## src/inc/cmd_decoder_pkg.sv

```systemverilog
package cmd_decoder_pkg;
	// ----------------------------------------
	// timing
	// ----------------------------------------
	localparam int CLK_HZ = 10_000_000;
	localparam int BAUD_BPS = 19200;
	localparam int BIT_CYC = CLK_HZ / BAUD_BPS;
	localparam int HALF_CYC = BIT_CYC / 2;
	localparam int STRAP_WAIT = 2;
	// ----------------------------------------
	// frame layout
	// ----------------------------------------
	localparam int NPORTS = 10;
	localparam int OPEN_BIT = 7;
	localparam int DIR_BIT = 6;
	localparam int OVR_BIT = 6;
	localparam int PDIR_BIT = 6;
	localparam logic [5:0] OP_PORT_CTRL = 6'h2c;
	localparam logic [5:0] OP_PORT_STAT = 6'h2d;
	// ----------------------------------------
	// defaults
	// ----------------------------------------
	localparam logic [9:0] TX_OPEN_RST = 10'h3ff;
	localparam logic [9:0] RX_OPEN_RST = 10'h001;
	localparam logic [4:0] UNIT_RST = 5'h01;
	// ----------------------------------------
	// register map
	// ----------------------------------------
	localparam logic [7:0] ADDR_CTRL = 8'h00;
	localparam logic [7:0] ADDR_TX_OPEN = 8'h04;
	localparam logic [7:0] ADDR_RX_OPEN = 8'h08;
	localparam logic [7:0] ADDR_STATUS = 8'h0c;
	localparam int CTRL_RESTORE_BIT = 8;
	// ----------------------------------------
	// states
	// ----------------------------------------
	typedef enum logic [3:0] {
		RX_IDLE = 4'b0001,
		RX_START = 4'b0010,
		RX_DATA = 4'b0100,
		RX_STOP = 4'b1000
	} rx_state_e;
	typedef enum logic [1:0] {
		TX_IDLE = 2'b01,
		TX_SHIFT = 2'b10
	} tx_state_e;
	typedef enum logic [3:0] {
		P_IDLE = 4'b0001,
		P_B1 = 4'b0010,
		P_B2 = 4'b0100,
		P_B3 = 4'b1000
	} parse_state_e;
endpackage

```

## src/rtl/serial_command_decoder.sv

```systemverilog
`timescale 1ns/1ps
module serial_command_decoder (
	input wire logic i_core_clk,
	input wire logic i_rst,
	input wire logic i_psel,
	input wire logic i_penable,
	input wire logic i_pwrite,
	input wire logic [7:0] i_paddr,
	input wire logic [31:0] i_pwdata,
	output logic [31:0] o_prdata,
	output logic o_pready,
	output logic o_pslverr,
	input wire logic i_rxd,
	output logic o_txd,
	input wire logic i_factory_btn,
	output logic o_defaults_restore,
	input wire logic i_panel_valid,
	input wire logic [5:0] i_panel_opcode,
	input wire logic [6:0] i_panel_input,
	input wire logic [6:0] i_panel_output,
	output logic o_panel_ready,
	output logic [7:0] o_fwd_data,
	output logic o_fwd_valid,
	output logic [9:0] o_fwd_ports,
	input wire logic i_ret_valid,
	input wire logic [3:0] i_ret_port,
	input wire logic [7:0] i_ret_data,
	output logic o_ret_ready,
	output logic [9:0] o_rx_open
);
	// ----------------------------------------
	// receiver
	// ----------------------------------------
	cmd_decoder_pkg::rx_state_e rs_q, rs_d;
	logic rxs1_q, rxs2_q;
	logic [9:0] rc_q, rc_d;
	logic [2:0] rn_q, rn_d;
	logic [7:0] rsh_q, rsh_d;
	logic rv_q, rv_d;
	logic [7:0] ferr_q, ferr_d;

	always_comb begin
		rs_d = rs_q;
		rc_d = rc_q + 10'h001;
		rn_d = rn_q;
		rsh_d = rsh_q;
		rv_d = 1'b0;
		ferr_d = ferr_q;
		case (rs_q)
			cmd_decoder_pkg::RX_IDLE: begin
				rc_d = '0;
				if (!rxs2_q) rs_d = cmd_decoder_pkg::RX_START;
			end
			cmd_decoder_pkg::RX_START: begin
				if (rc_q == 10'(cmd_decoder_pkg::HALF_CYC - 1)) begin
					rc_d = '0;
					rn_d = '0;
					// a glitch shorter than half a bit is not a start
					rs_d = rxs2_q ? cmd_decoder_pkg::RX_IDLE : cmd_decoder_pkg::RX_DATA;
				end
			end
			cmd_decoder_pkg::RX_DATA: begin
				if (rc_q == 10'(cmd_decoder_pkg::BIT_CYC - 1)) begin
					rc_d = '0;
					rsh_d = {rxs2_q, rsh_q[7:1]};
					rn_d = rn_q + 3'h1;
					if (rn_q == 3'h7) rs_d = cmd_decoder_pkg::RX_STOP;
				end
			end
			cmd_decoder_pkg::RX_STOP: begin
				if (rc_q == 10'(cmd_decoder_pkg::BIT_CYC - 1)) begin
					rs_d = cmd_decoder_pkg::RX_IDLE;
					if (rxs2_q) rv_d = 1'b1;
					else ferr_d = ferr_q + 8'h01;
				end
			end
			default: rs_d = cmd_decoder_pkg::RX_IDLE;
		endcase
	end

	always_ff @(posedge i_core_clk or posedge i_rst) begin
		if (i_rst) begin
			rxs1_q <= 1'b1;
			rxs2_q <= 1'b1;
			rs_q <= cmd_decoder_pkg::RX_IDLE;
			rc_q <= '0;
			rn_q <= '0;
			rsh_q <= '0;
			rv_q <= 1'b0;
			ferr_q <= '0;
		end else begin
			rxs1_q <= i_rxd;
			rxs2_q <= rxs1_q;
			rs_q <= rs_d;
			rc_q <= rc_d;
			rn_q <= rn_d;
			rsh_q <= rsh_d;
			rv_q <= rv_d;
			ferr_q <= ferr_d;
		end
	end

	// ----------------------------------------
	// parser and path setup
	// ----------------------------------------
	cmd_decoder_pkg::parse_state_e ps_q, ps_d;
	logic [7:0] f0_q, f0_d, f1_q, f1_d, f2_q, f2_d;
	logic [9:0] txo_q, txo_d, rxo_q, rxo_d;
	logic [4:0] unit_q, unit_d;
	logic [7:0] exec_q, exec_d, disc_q, disc_d;
	logic [7:0] fwd_q, fwd_d;
	logic fwv_q, fwv_d;
	logic pend_q, pend_d, take_reply;
	logic [31:0] rep_q, rep_d;
	logic btn1_q, btn2_q;
	logic [1:0] sc_q, sc_d;
	logic rst_q, rst_d;
	logic [31:0] rd_q, rd_d;
	logic acc, hit;
	logic [5:0] port;
	logic [9:0] sel;
	logic is_cmd, match, ok, st;

	always_comb begin
		acc = i_psel && i_penable;
		hit = (i_paddr == cmd_decoder_pkg::ADDR_CTRL) || (i_paddr == cmd_decoder_pkg::ADDR_TX_OPEN)
			|| (i_paddr == cmd_decoder_pkg::ADDR_RX_OPEN) || (i_paddr == cmd_decoder_pkg::ADDR_STATUS);
		port = f2_q[5:0];
		for (int i = 0; i < cmd_decoder_pkg::NPORTS; i++) begin
			sel[i] = (port == 6'h00) || (port == 6'(i + 1));
		end
		is_cmd = !rsh_q[cmd_decoder_pkg::OPEN_BIT] && !rsh_q[cmd_decoder_pkg::DIR_BIT]
			&& ((rsh_q[5:0] == cmd_decoder_pkg::OP_PORT_CTRL)
			|| (rsh_q[5:0] == cmd_decoder_pkg::OP_PORT_STAT));
		match = rsh_q[4:0] == unit_q;
		st = f2_q[cmd_decoder_pkg::PDIR_BIT] ? |(rxo_q & sel) : |(txo_q & sel);
		if (f0_q[5:0] == cmd_decoder_pkg::OP_PORT_CTRL)
			ok = (port <= 6'(cmd_decoder_pkg::NPORTS)) && (f1_q[6:1] == 6'h00);
		else
			ok = (port != 6'h00) && (port <= 6'(cmd_decoder_pkg::NPORTS));
		ps_d = ps_q;
		f0_d = f0_q;
		f1_d = f1_q;
		f2_d = f2_q;
		txo_d = txo_q;
		rxo_d = rxo_q;
		unit_d = unit_q;
		exec_d = exec_q;
		disc_d = disc_q;
		fwd_d = fwd_q;
		fwv_d = 1'b0;
		rep_d = rep_q;
		pend_d = pend_q && !take_reply;
		sc_d = sc_q;
		rst_d = 1'b0;
		rd_d = rd_q;
		// apb writes have the lower priority against a frame in the same cycle
		if (acc && i_pwrite) begin
			case (i_paddr)
				cmd_decoder_pkg::ADDR_CTRL: begin
					unit_d = i_pwdata[4:0];
					rst_d = i_pwdata[cmd_decoder_pkg::CTRL_RESTORE_BIT];
				end
				cmd_decoder_pkg::ADDR_TX_OPEN: txo_d = i_pwdata[9:0];
				cmd_decoder_pkg::ADDR_RX_OPEN: rxo_d = i_pwdata[9:0];
				default: ;
			endcase
		end
		if (sc_q != 2'(cmd_decoder_pkg::STRAP_WAIT + 1)) sc_d = sc_q + 2'h1;
		if (sc_q == 2'(cmd_decoder_pkg::STRAP_WAIT) && btn2_q) rst_d = 1'b1;
		if (rst_d) begin
			txo_d = cmd_decoder_pkg::TX_OPEN_RST;
			rxo_d = cmd_decoder_pkg::RX_OPEN_RST;
			unit_d = cmd_decoder_pkg::UNIT_RST;
		end
		if (rv_q) begin
			if (is_cmd) begin
				f0_d = rsh_q;
				ps_d = cmd_decoder_pkg::P_B1;
			end else if (ps_q == cmd_decoder_pkg::P_IDLE || !rsh_q[cmd_decoder_pkg::OPEN_BIT]) begin
				fwd_d = rsh_q;
				fwv_d = 1'b1;
				ps_d = cmd_decoder_pkg::P_IDLE;
			end else begin
				case (ps_q)
					cmd_decoder_pkg::P_B1: begin
						f1_d = rsh_q;
						ps_d = cmd_decoder_pkg::P_B2;
					end
					cmd_decoder_pkg::P_B2: begin
						f2_d = rsh_q;
						ps_d = cmd_decoder_pkg::P_B3;
					end
					cmd_decoder_pkg::P_B3: begin
						ps_d = cmd_decoder_pkg::P_IDLE;
						if ((match || rsh_q[cmd_decoder_pkg::OVR_BIT]) && ok) begin
							exec_d = exec_q + 8'h01;
							if (f0_q[5:0] == cmd_decoder_pkg::OP_PORT_CTRL) begin
								if (!f2_q[cmd_decoder_pkg::PDIR_BIT])
									txo_d = f1_q[0] ? (txo_q | sel) : (txo_q & ~sel);
								else if (!f1_q[0])
									rxo_d = rxo_q & ~sel;
								else
									// open-all on receive keeps it exclusive: first port
									rxo_d = (port == 6'h00) ? cmd_decoder_pkg::RX_OPEN_RST : sel;
							end
							if (match) begin
								pend_d = 1'b1;
								rep_d = {f0_q | 8'h40, f1_q, f2_q, rsh_q};
								if (f0_q[5:0] == cmd_decoder_pkg::OP_PORT_STAT)
									rep_d[23:16] = {7'h40, st};
							end
						end else begin
							disc_d = disc_q + 8'h01;
						end
					end
					default: ps_d = cmd_decoder_pkg::P_IDLE;
				endcase
			end
		end
		if (i_psel && !i_penable) begin
			case (i_paddr)
				cmd_decoder_pkg::ADDR_CTRL: rd_d = {27'h0, unit_q};
				cmd_decoder_pkg::ADDR_TX_OPEN: rd_d = {22'h0, txo_q};
				cmd_decoder_pkg::ADDR_RX_OPEN: rd_d = {22'h0, rxo_q};
				cmd_decoder_pkg::ADDR_STATUS: rd_d = {8'h00, ferr_q, disc_q, exec_q};
				default: rd_d = '0;
			endcase
		end
	end

	always_ff @(posedge i_core_clk or posedge i_rst) begin
		if (i_rst) begin
			ps_q <= cmd_decoder_pkg::P_IDLE;
			f0_q <= '0;
			f1_q <= '0;
			f2_q <= '0;
			txo_q <= cmd_decoder_pkg::TX_OPEN_RST;
			rxo_q <= cmd_decoder_pkg::RX_OPEN_RST;
			unit_q <= cmd_decoder_pkg::UNIT_RST;
			exec_q <= '0;
			disc_q <= '0;
			fwd_q <= '0;
			fwv_q <= 1'b0;
			pend_q <= 1'b0;
			rep_q <= '0;
			btn1_q <= 1'b0;
			btn2_q <= 1'b0;
			sc_q <= '0;
			rst_q <= 1'b0;
			rd_q <= '0;
		end else begin
			ps_q <= ps_d;
			f0_q <= f0_d;
			f1_q <= f1_d;
			f2_q <= f2_d;
			txo_q <= txo_d;
			rxo_q <= rxo_d;
			unit_q <= unit_d;
			exec_q <= exec_d;
			disc_q <= disc_d;
			fwd_q <= fwd_d;
			fwv_q <= fwv_d;
			pend_q <= pend_d;
			rep_q <= rep_d;
			btn1_q <= i_factory_btn;
			btn2_q <= btn1_q;
			sc_q <= sc_d;
			rst_q <= rst_d;
			rd_q <= rd_d;
		end
	end

	// ----------------------------------------
	// transmitter
	// ----------------------------------------
	cmd_decoder_pkg::tx_state_e ts_q, ts_d;
	logic [9:0] tsh_q, tsh_d, tc_q, tc_d;
	logic [3:0] tn_q, tn_d;
	logic [31:0] fb_q, fb_d;
	logic [2:0] fl_q, fl_d;
	logic txd_q, txd_d;

	always_comb begin
		ts_d = ts_q;
		tsh_d = tsh_q;
		tc_d = tc_q + 10'h001;
		tn_d = tn_q;
		fb_d = fb_q;
		fl_d = fl_q;
		take_reply = 1'b0;
		o_panel_ready = 1'b0;
		o_ret_ready = 1'b0;
		case (ts_q)
			cmd_decoder_pkg::TX_IDLE: begin
				tc_d = '0;
				tn_d = '0;
				if (fl_q != 3'h0) begin
					tsh_d = {1'b1, fb_q[31:24], 1'b0};
					fb_d = {fb_q[23:0], 8'h00};
					fl_d = fl_q - 3'h1;
					ts_d = cmd_decoder_pkg::TX_SHIFT;
				end else if (pend_q) begin
					take_reply = 1'b1;
					fb_d = rep_q;
					fl_d = 3'h4;
				end else if (i_panel_valid) begin
					o_panel_ready = 1'b1;
					fb_d = {2'b01, i_panel_opcode, 1'b1, i_panel_input, 1'b1, i_panel_output,
						3'b100, unit_q};
					fl_d = 3'h4;
				end else if (i_ret_valid) begin
					// returns from closed ports are consumed and dropped
					o_ret_ready = 1'b1;
					if (i_ret_port != 4'h0 && i_ret_port <= 4'(cmd_decoder_pkg::NPORTS)
						&& rxo_q[i_ret_port - 4'h1]) begin
						fb_d = {i_ret_data, 24'h0};
						fl_d = 3'h1;
					end
				end
			end
			cmd_decoder_pkg::TX_SHIFT: begin
				if (tc_q == 10'(cmd_decoder_pkg::BIT_CYC - 1)) begin
					tc_d = '0;
					tsh_d = {1'b1, tsh_q[9:1]};
					tn_d = tn_q + 4'h1;
					if (tn_q == 4'h9) ts_d = cmd_decoder_pkg::TX_IDLE;
				end
			end
			default: ts_d = cmd_decoder_pkg::TX_IDLE;
		endcase
		txd_d = (ts_d == cmd_decoder_pkg::TX_SHIFT) ? tsh_d[0] : 1'b1;
	end

	always_ff @(posedge i_core_clk or posedge i_rst) begin
		if (i_rst) begin
			ts_q <= cmd_decoder_pkg::TX_IDLE;
			tsh_q <= '1;
			tc_q <= '0;
			tn_q <= '0;
			fb_q <= '0;
			fl_q <= '0;
			txd_q <= 1'b1;
		end else begin
			ts_q <= ts_d;
			tsh_q <= tsh_d;
			tc_q <= tc_d;
			tn_q <= tn_d;
			fb_q <= fb_d;
			fl_q <= fl_d;
			txd_q <= txd_d;
		end
	end

	// ----------------------------------------
	// outputs
	// ----------------------------------------
	assign o_txd = txd_q;
	assign o_prdata = rd_q;
	assign o_pready = 1'b1;
	assign o_pslverr = acc && !hit;
	assign o_defaults_restore = rst_q;
	assign o_fwd_data = fwd_q;
	assign o_fwd_valid = fwv_q;
	assign o_fwd_ports = txo_q;
	assign o_rx_open = rxo_q;
endmodule // serial_command_decoder

```

## config.mk

```make
export PLATFORM = sky130hd
export DESIGN_NAME = serial_command_decoder
export DESIGN_NICKNAME = d
export VERILOG_FILES = /design/src/inc/cmd_decoder_pkg.sv /design/src/rtl/serial_command_decoder.sv
export SDC_FILE = /design/constraint.sdc
export NUM_CORES = 1
export LEC_CHECK = 0
export BUFFER_PORTS_ARGS = -buffer_cell sky130_fd_sc_hd__buf_2
export CAP_MARGIN = 0
export CELL_PAD_IN_SITES_DETAIL_PLACEMENT = 1
export CELL_PAD_IN_SITES_GLOBAL_PLACEMENT = 2
export CORE_ASPECT_RATIO = 1.2
export CORE_UTILIZATION = 34
export CTS_CLUSTER_SIZE = 28
export DETAILED_ROUTE_END_ITERATION = 8
export PLACE_DENSITY_LB_ADDON = 0.1
export SLEW_MARGIN = 20
export SYNTH_ARGS = -nofsm -noshare
export SYNTH_HDL_FRONTEND = slang
export SYNTH_SLANG_ARGS = --single-unit
```

## constraint.sdc

```tcl
create_clock -name i_core_clk -period 11.2 [get_ports i_core_clk]
set_clock_uncertainty 0.15 [all_clocks]
set_input_delay 0.56 -clock i_core_clk [delete_from_list [all_inputs] [get_ports i_core_clk]]
set_output_delay 0.56 -clock i_core_clk [all_outputs]
set_load 0.05 [all_outputs]
```

==> impl_metrics.env, run 1 <==
export IMPL_status="finished clean"
export IMPL_dr_pass1_iters=4
export IMPL_cts_tree="built"
export IMPL_synth_area_top_cells="dfrtp_1 (44%), mux2_2 (8.3%), dfstp_2 (6.2%)"
export IMPL_vias=8830
export IMPL_hold_depth=0
export IMPL_worst_pin_slew_ps=1069
export IMPL_cts_htree_levels=1
export IMPL_rrSetupSlack_ps=7800
export IMPL_worst_skew_pair_late_latency_ps=570
export IMPL_fmax_mhz=294.4
export IMPL_ir_worst_vdd_mv=0.1203
export IMPL_grtUsageMet2_pct=32.99
export IMPL_grt_pass1_wl_mm=54.48
export IMPL_synth_top_cell_by_area="dfrtp_1"
export IMPL_wl_per_cell_um=19.67
export IMPL_syn_area_per_cell_um2=10.67
export IMPL_netlist_instances=1115
export IMPL_clk_pin_slew_ps=70
export IMPL_drt_iter0_drc=395
export IMPL_cts_inserted_buffers=28
export IMPL_timing_rr_end="rep_q[16]$_DFFE_PP0P_"
export IMPL_synthXorXnorAreaFrac_pct=3.533
export IMPL_netlist_area_um2=11900
export IMPL_root_buffer="clkbuf_16"
export IMPL_drcViolationCount=0
export IMPL_synth_top_flop_cell="dfrtp_1"
export IMPL_worstPathArrival_ps=3690
export IMPL_postRouteWirelength_mm=33.27
export IMPL_seqPwrFrac_pct=45.8
export IMPL_ys_seq_area_share_pct=50.14
export IMPL_drtAntennaViolNets=0
export IMPL_hold_viol=0
export IMPL_ys_async_sr_fraction_pct=100.0
export IMPL_yosys_area_top_type_share_pct=43.96
export IMPL_p_per_area_nw_per_um2=142.8
export IMPL_path_delay_family="simple AND/OR/NAND/NOR gates"
export IMPL_layout_commonest_cell="dfrtp_1"
export IMPL_yosys_area_share_simple_pct=15.77
export IMPL_cp_required_ps=11490
export IMPL_area_delta_synth_final_pct=16.16
export IMPL_hold_path_end="btn2_q$_DFF_PP0_"
export IMPL_synth_top_family_by_area="simple AND/OR/NAND/NOR gates"
export IMPL_maxSlewViolCount=0
export IMPL_final_cell_mix="dfrtp_1 (209), buf_2 (116), nor2_1 (98)"
export IMPL_grt_util_met3_pct=2.711
export IMPL_period_minus_slack_ps=3397
export IMPL_fillerInstances=3828
export IMPL_cts_setup_buffers=0
export IMPL_core_area_um2=34260
export IMPL_pin_count=148
export IMPL_cts_buffer_depth=3
export IMPL_end_kind="register"
export IMPL_grt_overflow_total=0
export IMPL_portBuffers=116
export IMPL_worst_path_buf_inv=0
export IMPL_synth_distinct_cells=74
export IMPL_ctsResizeCount=0
export IMPL_rr_worst_depth=6
export IMPL_track_usage_pct=19.02
export IMPL_nets=1310
export IMPL_grt_busiest_layer="met2"
export IMPL_met1_usage_pct=25.30
export IMPL_synth_seq_cells=237
export IMPL_power_switching_mw=0.4991
export IMPL_synth_edf_count=0
export IMPL_die_area_um2=35750
export IMPL_cp_slowest_cell="or3_2"
export IMPL_antenna_found_initial=1
export IMPL_row_count=74
export IMPL_fp_dieW_um=172.8
export IMPL_criticalPathCategory="register to register"
export IMPL_setup_viol_count_final=0
export IMPL_gp_congestion=0.7741
export IMPL_power_frac_comb_pct=7.4
export IMPL_yosysWarningCount=0
export IMPL_synth_adder_area_share_pct=1.683
export IMPL_hpwl_mm=22.97
export IMPL_fin_area_um2=13820
export IMPL_placed_area_um2=12850
export IMPL_drive_gt1_share_pct=26.80
export IMPL_hold_start="btn1_q$_DFF_PP0_"
export IMPL_clkSinkCount=237
export IMPL_start_util_pct=34.73
export IMPL_finalCritPeriodShare_pct=30.33
export IMPL_r2r_start="f2_q[2]$_DFFE_PP0P_"
export IMPL_finalPower_mw=1.973
export IMPL_avgViaCountPerCell=5.222
export IMPL_path_max_fanout=45
export IMPL_grt_pass1_vias=9397
export IMPL_rsz0062_at_grt="false"
export IMPL_max_stage_delay_ps=920
export IMPL_die_h_um=206.9
export IMPL_muxShareOfSynthArea_pct=13.26
export IMPL_critPathLaunchType="register"
export IMPL_cap_violations=0
export IMPL_intPower_mw=1.474
export IMPL_fin_setup_tns_ps=0
export IMPL_hold_path_class="register to register"
export IMPL_switching_share_pct=25.29
export IMPL_max_slew_margin_pct=28.72
export IMPL_p_clk_share_pct=46.9
export IMPL_antennaDiodeCount=0
export IMPL_leakagePower_nw=6.571
export IMPL_synth_compound_area_share_pct=11.69
export IMPL_crit_chain="nor4_2 -> nand2_1 -> mux2i_2 -> or3_2 -> nor4_1 -> a211o_1"
export IMPL_grt_max_degree=93
[worst max path at each step]
stage               cells past startpoint               endpoint                start
floorplan                               1       btn1_q$_DFF_PP0_                i_rst
finish                                  6  rep_q[16]$_DFFE_PP0P_  f2_q[2]$_DFFE_PP0P_
CTS                                     6  rep_q[16]$_DFFE_PP0P_  f2_q[2]$_DFFE_PP0P_
global placement                        6  rep_q[16]$_DFFE_PP0P_  f2_q[1]$_DFFE_PP0P_
detailed placement                      9               register           i_paddr[7]
global route                            6  rep_q[16]$_DFFE_PP0P_  f2_q[2]$_DFFE_PP0P_
[per-stage QoR]
step	hold slack, ps	util [%]	setup WS (ps)	instances
floorplan	181.2	-	4033	1122
global placement	195.6	37.50	7717	1636
detailed placement	196.9	37.50	7759	1636
CTS	205.2	40.33	7736	1691
global route	209.6	40.34	7522	1691
finish	203.0	40.34	7803	1691
[Yosys cell counts, types with 14 or more instances]
| library cell | count |
|---|---|
| dfrtp_1 | 209 |
| nor2_1 | 98 |
| nand2_1 | 91 |
| mux2_2 | 88 |
| o21ai_0 | 67 |
| clkbuf_1 | 41 |
| a21oi_1 | 39 |
| nand3_1 | 36 |
| inv_1 | 31 |
| dfstp_2 | 28 |
| a22o_1 | 27 |
| xor2_1 | 27 |
| mux2i_1 | 22 |
| nor3_1 | 21 |
| xnor2_1 | 21 |
| a221oi_1 | 18 |
| nor2b_1 | 18 |
| ha_1 | 16 |
| a22oi_1 | 15 |
| buf_4 | 14 |
[routing by layer]
layer / vias to the layer above / wire length [um]
met2: 129 / 16320
met1: 4478 / 15280
met3: 43 / 1162
li1: 4178 / -
met5: - / 14
met4: 2 / 484
[final cells by class]
| type | count | area, um2 | area share (%) |
|---|---|---|---|
| repair buffers | 129 | 685.7 | 4.961 |
| multi-input cells | 785 | 5534 | 40.04 |
| clock buffers | 47 | 862.1 | 6.238 |
| inverters | 32 | 127.6 | 0.9234 |
| well taps | 456 | 570.5 | 4.128 |
| clock inverters | 5 | 75.07 | 0.5432 |
| flip-flops and latches | 237 | 5966 | 43.16 |
[state kept, by name, summed over array words and instances, names as in the netlist, 5 cells and up, named ones only]
register    flops
disc_q          8
f2_q            8
exec_q          8
o_fwd_data      8
tsh_q          10
rsh_q           8
tc_q           10
o_rx_open      10
rep_q          32
fb_q           32
ferr_q          8
unit_q          5
f0_q            7
o_prdata       24
f1_q            8
rc_q           10
[cells by family after synthesis]
logic type | count (synthesis)
adder cells (fa/ha/maj) | 16
AO/OA/AOI/OAI | 213
other | 2
multiplexers | 131
AND/OR/NAND/NOR | 368
buffers and inverters | 100
flip-flops | 237
XOR/XNOR | 48
[power by group through the flow]
stage	registers, mW	logic [mW]	clock network, mW
3_5_place_dp	0.918	0.149	0
5_1_grt	0.906	0.164	0.983
3_3_place_gp	0.918	0.147	0
4_1_cts	0.903	0.150	0.956
6_report	0.903	0.145	0.925
2_1_floorplan	0.917	0.0986	0
[repair_timing]
item / 4_1_cts / 5_1_grt
setup endpoints to repair: 0 / 0
hold buffers: 3 / 0
endpoints found under the hold margin: 60 / 0
Power figures use the tool's default switching activity.
==> run 2, diff against run 1 <==
- clock period: 11.2 -> 2.84 ns (I/O delays scaled with it)
==> run 2 against run 1 <==
Non-clock buffer count up 82. Count of clock-buffer cells in the layout down 7. Sequential share of layout area down 2.3 points. Critical path depth unchanged. Via count up 3.8%. Highest routed layer is now met4. Clock power rose to 3.9 times the previous value. Largest cell class unchanged. Setup slack worse by 7700 ps.
==> impl_metrics.env, run 2 (synthesized netlist as in run 1, its figures left out) <==
export IMPL_criticalPathCategory="register to register"
export IMPL_wl_per_cell_um=19.19
export IMPL_p_per_area_nw_per_um2=535.1
export IMPL_r2r_start="f1_q[3]$_DFFE_PP0P_"
export IMPL_grt_pass1_wl_mm=54.86
export IMPL_fp_dieW_um=172.8
export IMPL_cts_inserted_buffers=27
export IMPL_area_delta_synth_final_pct=22.84
export IMPL_post_place_ws_ps=-79.86
export IMPL_max_slew_margin_pct=47.52
export IMPL_holdWs_ps=22.87
export IMPL_root_buffer="clkbuf_16"
export IMPL_grt_max_degree=54
export IMPL_worst_skew_pair_late_latency_ps=550
export IMPL_hpwl_mm=24.39
export IMPL_cp_slowest_cell="or3_2"
export IMPL_cts_htree_levels=1
export IMPL_clk_pin_slew_ps=60
export IMPL_maxSlewViolCount=0
export IMPL_timing_rr_end="rep_q[14]$_DFFE_PP0P_"
export IMPL_ir_worst_vdd_mv=0.3276
export IMPL_nets=1391
export IMPL_final_cell_mix="dfrtp_1 (209), buf_2 (116), nor2_1 (98)"
export IMPL_grt_overflow_total=0
export IMPL_rr_worst_depth=6
export IMPL_layout_commonest_cell="dfrtp_1"
export IMPL_core_area_um2=34260
export IMPL_die_area_um2=35750
export IMPL_crit_chain="or4_1 -> nor3_2 -> mux2i_2 -> or3_2 -> buf_4 -> mux2_4"
export IMPL_period_minus_slack_ps=2744
export IMPL_end_kind="register"
export IMPL_worst_pin_slew_ps=785.5
export IMPL_critPathLaunchType="register"
export IMPL_path_max_fanout=12
export IMPL_hold_start="i_panel_opcode[1]"
export IMPL_drt_iter0_drc=516
export IMPL_track_usage_pct=19.19
export IMPL_start_util_pct=34.73
export IMPL_power_switching_mw=1.965
export IMPL_cts_buffer_depth=3
export IMPL_seqPwrFrac_pct=45.4
export IMPL_die_h_um=206.9
export IMPL_finalCritPeriodShare_pct=96.62
export IMPL_clkSinkCount=237
export IMPL_worstPathArrival_ps=3030
export IMPL_power_frac_comb_pct=8.6
export IMPL_setup_slack_ps=96.13
export IMPL_row_count=74
export IMPL_setup_viol_count_final=0
export IMPL_hold_viol=0
export IMPL_drcViolationCount=0
export IMPL_p_clk_share_pct=46.0
export IMPL_max_stage_delay_ps=600
export IMPL_cap_violations=0
export IMPL_drtAntennaViolNets=0
export IMPL_grt_pass1_vias=9731
export IMPL_antenna_found_initial=0
export IMPL_cp_required_ps=3120
export IMPL_leakagePower_nw=6.962
export IMPL_hold_path_class="primary input to register"
export IMPL_status="finished clean"
export IMPL_rrSetupSlack_ps=100
export IMPL_pin_count=148
export IMPL_fin_setup_tns_ps=0
export IMPL_gp_congestion=0.7877
export IMPL_dr_pass1_iters=5
export IMPL_hold_path_end="fb_q[25]$_DFFE_PP0P_"
export IMPL_avgViaCountPerCell=5.174
export IMPL_drive_gt1_share_pct=28.67
export IMPL_antennaDiodeCount=0
export IMPL_postRouteWirelength_mm=33.99
export IMPL_switching_share_pct=25.12
export IMPL_fmax_mhz=364.4
export IMPL_cts_tree="built"
export IMPL_portBuffers=116
export IMPL_intPower_mw=5.856
export IMPL_vias=9164
export IMPL_rsz0062_at_grt="false"
export IMPL_hold_depth=6
run 2: changes by cell type in the layout (fill, tap and decap cells not counted), moves of 2 or more:
| cell | delta |
|---|---|
| dlygate4sd3_1 | +37 |
| clkbuf_8 | -2 |
| clkinvlp_4 | +3 |
| clkbuf_1 | -4 |
| buf_4 | +37 |
| buf_12 | +8 |
run 2: worst max path at each step:
stage          slack (ps)           startpoint                endpoint
2_1_floorplan        -540                i_rst        btn1_q$_DFF_PP0_
3_3_place_gp          -30  f1_q[3]$_DFFE_PP0P_  o_rx_open[9]$_DFF_PP0_
3_5_place_dp          -80  f1_q[3]$_DFFE_PP0P_  o_rx_open[9]$_DFF_PP0_
4_1_cts                90  f1_q[3]$_DFFE_PP0P_   rep_q[14]$_DFFE_PP0P_
5_1_grt                 2  f1_q[3]$_DFFE_PP0P_   rep_q[11]$_DFFE_PP0P_
6_report              100  f1_q[3]$_DFFE_PP0P_   rep_q[14]$_DFFE_PP0P_
run 2: layer usage:
layer	vias to the layer above	wire [um]	track usage (%)
li1	4331	-	-
met1	4639	15210	25.22
met2	149	16900	33.86
met3	45	1271	2.198
met4	0	615	4.583
met5	-	0	0
run 2: power by group through the flow:
stage               Combinational [mW]  Sequential [mW]  Clock [mW]
finish                           0.676             3.55        3.59
global route                     0.761             3.56        3.84
CTS                              0.695             3.55        3.72
detailed placement               0.645             3.61           0
global placement                 0.638             3.61           0
floorplan                        0.390             3.62           0
run 2: timing repair:
item                       CTS  global route
setup endpoints to repair    1             1
hold endpoints to repair    72             0
gates resized for setup      1             1
hold buffers                40             0
buffers inserted             0             0
gates cloned                 0             0
pin swaps                    0             0
run 2: cell type report:
class / instances / area, um2
multi-input cells: 785 / 5543
flip-flops and latches: 237 / 5966
inverters: 32 / 123.9
repair buffers: 211 / 1494
clock inverters: 10 / 123.9
fillers: 3826 / 19640
clock buffers: 40 / 794.5
well taps: 456 / 570.5
run 2: worst max-delay path, delay by kind of cell (launching register included):
kind	cells	cell delay, ps
buffers and inverters	1	230
and+or+nand+nor	3	1350
DFF	1	390
muxes	2	500
run 2: stage by stage:
stage / util (%) / instance area, um2 / power (mW) / std cells
5_1_grt: 42.66 / 14620 / 8.158 / 1771
4_1_cts: 42.64 / 14610 / 7.966 / 1771
6_report: 42.66 / 14620 / 7.821 / 1771
2_1_floorplan: - / 11930 / 4.007 / 1122
3_5_place_dp: 38.77 / 13280 / 4.256 / 1681
3_3_place_gp: 38.77 / 13280 / 4.244 / 1681
==> run 3, diff against run 2 <==
- BUFFER_PORTS_ARGS: -buffer_cell sky130_fd_sc_hd__buf_2 -> -buffer_cell sky130_fd_sc_hd__buf_4
- CELL_PAD_IN_SITES_DETAIL_PLACEMENT: 1 -> not set
- CELL_PAD_IN_SITES_GLOBAL_PLACEMENT: 2 -> not set
==> run 3 against run 2 <==
Die area unchanged. Non-clock buffer count down 2. Critical path depth unchanged. Highest routed layer unchanged. First-iteration DRC count up 7.8%. Clock power down 6.7%. Critical path type unchanged. Wire length down 6.6%. Via count down 1.8%. Largest cell class unchanged.
==> impl_metrics.env, run 3 (synthesized netlist as in run 1, its figures left out) <==
export IMPL_hold_viol=0
export IMPL_max_slew_margin_pct=48.73
export IMPL_nets=1389
export IMPL_path_delay_family="simple AND/OR/NAND/NOR gates"
export IMPL_grt_pass1_wl_mm=50.90
export IMPL_drt_iter0_drc=556
export IMPL_final_cell_mix="dfrtp_1 (209), buf_4 (165), nor2_1 (98)"
export IMPL_worst_path_buf_inv=1
export IMPL_antennaDiodeCount=0
export IMPL_clkSinkCount=237
export IMPL_p_per_area_nw_per_um2=513.8
export IMPL_final_core_utilization_pct=43.12
export IMPL_cp_slowest_cell="or4_1"
export IMPL_cts_buffer_depth=3
export IMPL_holdWs_ps=42.92
export IMPL_cts_inserted_buffers=27
export IMPL_end_kind="register"
export IMPL_grt_max_degree=76
export IMPL_drive_gt1_share_pct=28.48
export IMPL_wl_per_cell_um=17.94
export IMPL_path_max_fanout=34
export IMPL_core_area_um2=34260
export IMPL_layout_commonest_cell="dfrtp_1"
export IMPL_dr_pass1_iters=5
export IMPL_cts_htree_levels=1
export IMPL_period_minus_slack_ps=2645
export IMPL_crit_chain="or4_1 -> nor3_2 -> mux2i_2 -> or3_2 -> buf_12 -> mux2_4"
export IMPL_vias=8996
export IMPL_worstPathArrival_ps=2910
export IMPL_finalPower_mw=7.590
export IMPL_drcViolationCount=0
export IMPL_hpwl_mm=22.41
export IMPL_fp_dieW_um=172.8
export IMPL_track_usage_pct=17.79
export IMPL_pin_count=148
export IMPL_ir_worst_vdd_mv=0.3556
export IMPL_maxSlewViolCount=0
export IMPL_worst_skew_pair_late_latency_ps=540
export IMPL_worst_pin_slew_ps=763.9
export IMPL_grt_pass1_vias=9129
export IMPL_row_count=74
export IMPL_finalCritPeriodShare_pct=93.13
export IMPL_cp_required_ps=3110
export IMPL_grt_overflow_total=0
export IMPL_cap_violations=0
export IMPL_start_util_pct=34.73
export IMPL_clk_pin_slew_ps=60
export IMPL_fillerInstances=3374
export IMPL_avgViaCountPerCell=5.085
export IMPL_seq_area_um2=5966
export IMPL_area_delta_synth_final_pct=24.16
export IMPL_critPathLaunchType="register"
export IMPL_antenna_found_initial=0
export IMPL_cts_setup_buffers=0
export IMPL_postRouteWirelength_mm=31.74
export IMPL_portBuffers=116
export IMPL_max_stage_delay_ps=550
export IMPL_drtAntennaViolNets=0
export IMPL_root_buffer="clkbuf_16"
export IMPL_multi_input_area_um2=5534
export IMPL_cts_tree="built"
export IMPL_fmax_mhz=378.1
export IMPL_gp_congestion=0.8571
export IMPL_leakagePower_nw=6.981
export IMPL_die_area_um2=35750
export IMPL_status="finished clean"
export IMPL_rsz0062_at_grt="false"
export IMPL_criticalPathCategory="register to register"
export IMPL_hold_path_class="primary input to register"
export IMPL_setup_viol_count_final=0
export IMPL_die_h_um=206.9
## run 3: path summary, 6_finish.rpt
| check | startpoint | end | slack (ps) | cells after the start |
|---|---|---|---|---|
| worst max-delay path | f1_q[3]$_DFFE_PP0P_ | rep_q[25]$_DFFE_PP0P_ | 200 | 6 |
| worst min-delay path | i_ret_data[3] | fb_q[27]$_DFFE_PP0P_ | 40 | 6 |
| worst max register to register | f1_q[3]$_DFFE_PP0P_ | rep_q[25]$_DFFE_PP0P_ | 200 | 6 |
| worst min register to register | rxs1_q$_DFF_PP1_ | rxs2_q$_DFF_PP1_ | 210 | 0 |
| max in group asynchronous | i_rst | asynchronous set/reset pin | 1530 | 4 |
| min in group asynchronous | i_rst | o_fwd_data[3]$_DFFE_PP0P_ | 150 | 3 |
## run 3: metal layers
| metal | up-vias | track usage, % | part of all wire, % |
|---|---|---|---|
| li1 | 4340 | - | - |
| met1 | 4458 | 23.34 | 45 |
| met2 | 158 | 30.73 | 50 |
| met3 | 40 | 2.527 | 3.8 |
| met4 | 0 | 4.962 | 2.1 |
| met5 | - | 0 | 0 |
## run 3: worst min-delay path: stages
cell	delay, ps
buf_4	80
mux2i_1	50
nor2_1	90
a21oi_1	50
o21ai_0	140
mux2_2	140
## run 3: cell type report
class	count	area share (%)
Multi-Input combinational cell	785	37.46
Inverter	32	0.8386
Tap cell	456	3.862
Clock buffer	39	5.150
Timing Repair Buffer	209	11.71
Clock inverter	11	0.5929
Sequential cell	237	40.39
## run 3: repair_timing
item                                    4_1_cts  5_1_grt
gates resized for setup                       0        1
endpoints found under the setup margin        0        1
hold buffers                                 39        0
endpoints found under the hold margin        76        0
## run 3: per-stage QoR
stage	instances	TNS [ps]	worst slack, ps	instance area (um2)
global placement	1680	0	185.5	13530
finish	1769	0	195.2	14770
floorplan	1122	-111820	-535.0	11930
CTS	1769	0	154.2	14770
detailed placement	1680	0	168.7	13530
global route	1769	0	82.88	14770
## run 3: where the power goes
part	leakage, nW	switching (mW)	internal (mW)
combinational	3.46	0.397	0.298
sequential	3.10	0.0864	3.46
clock	0.425	1.40	1.95
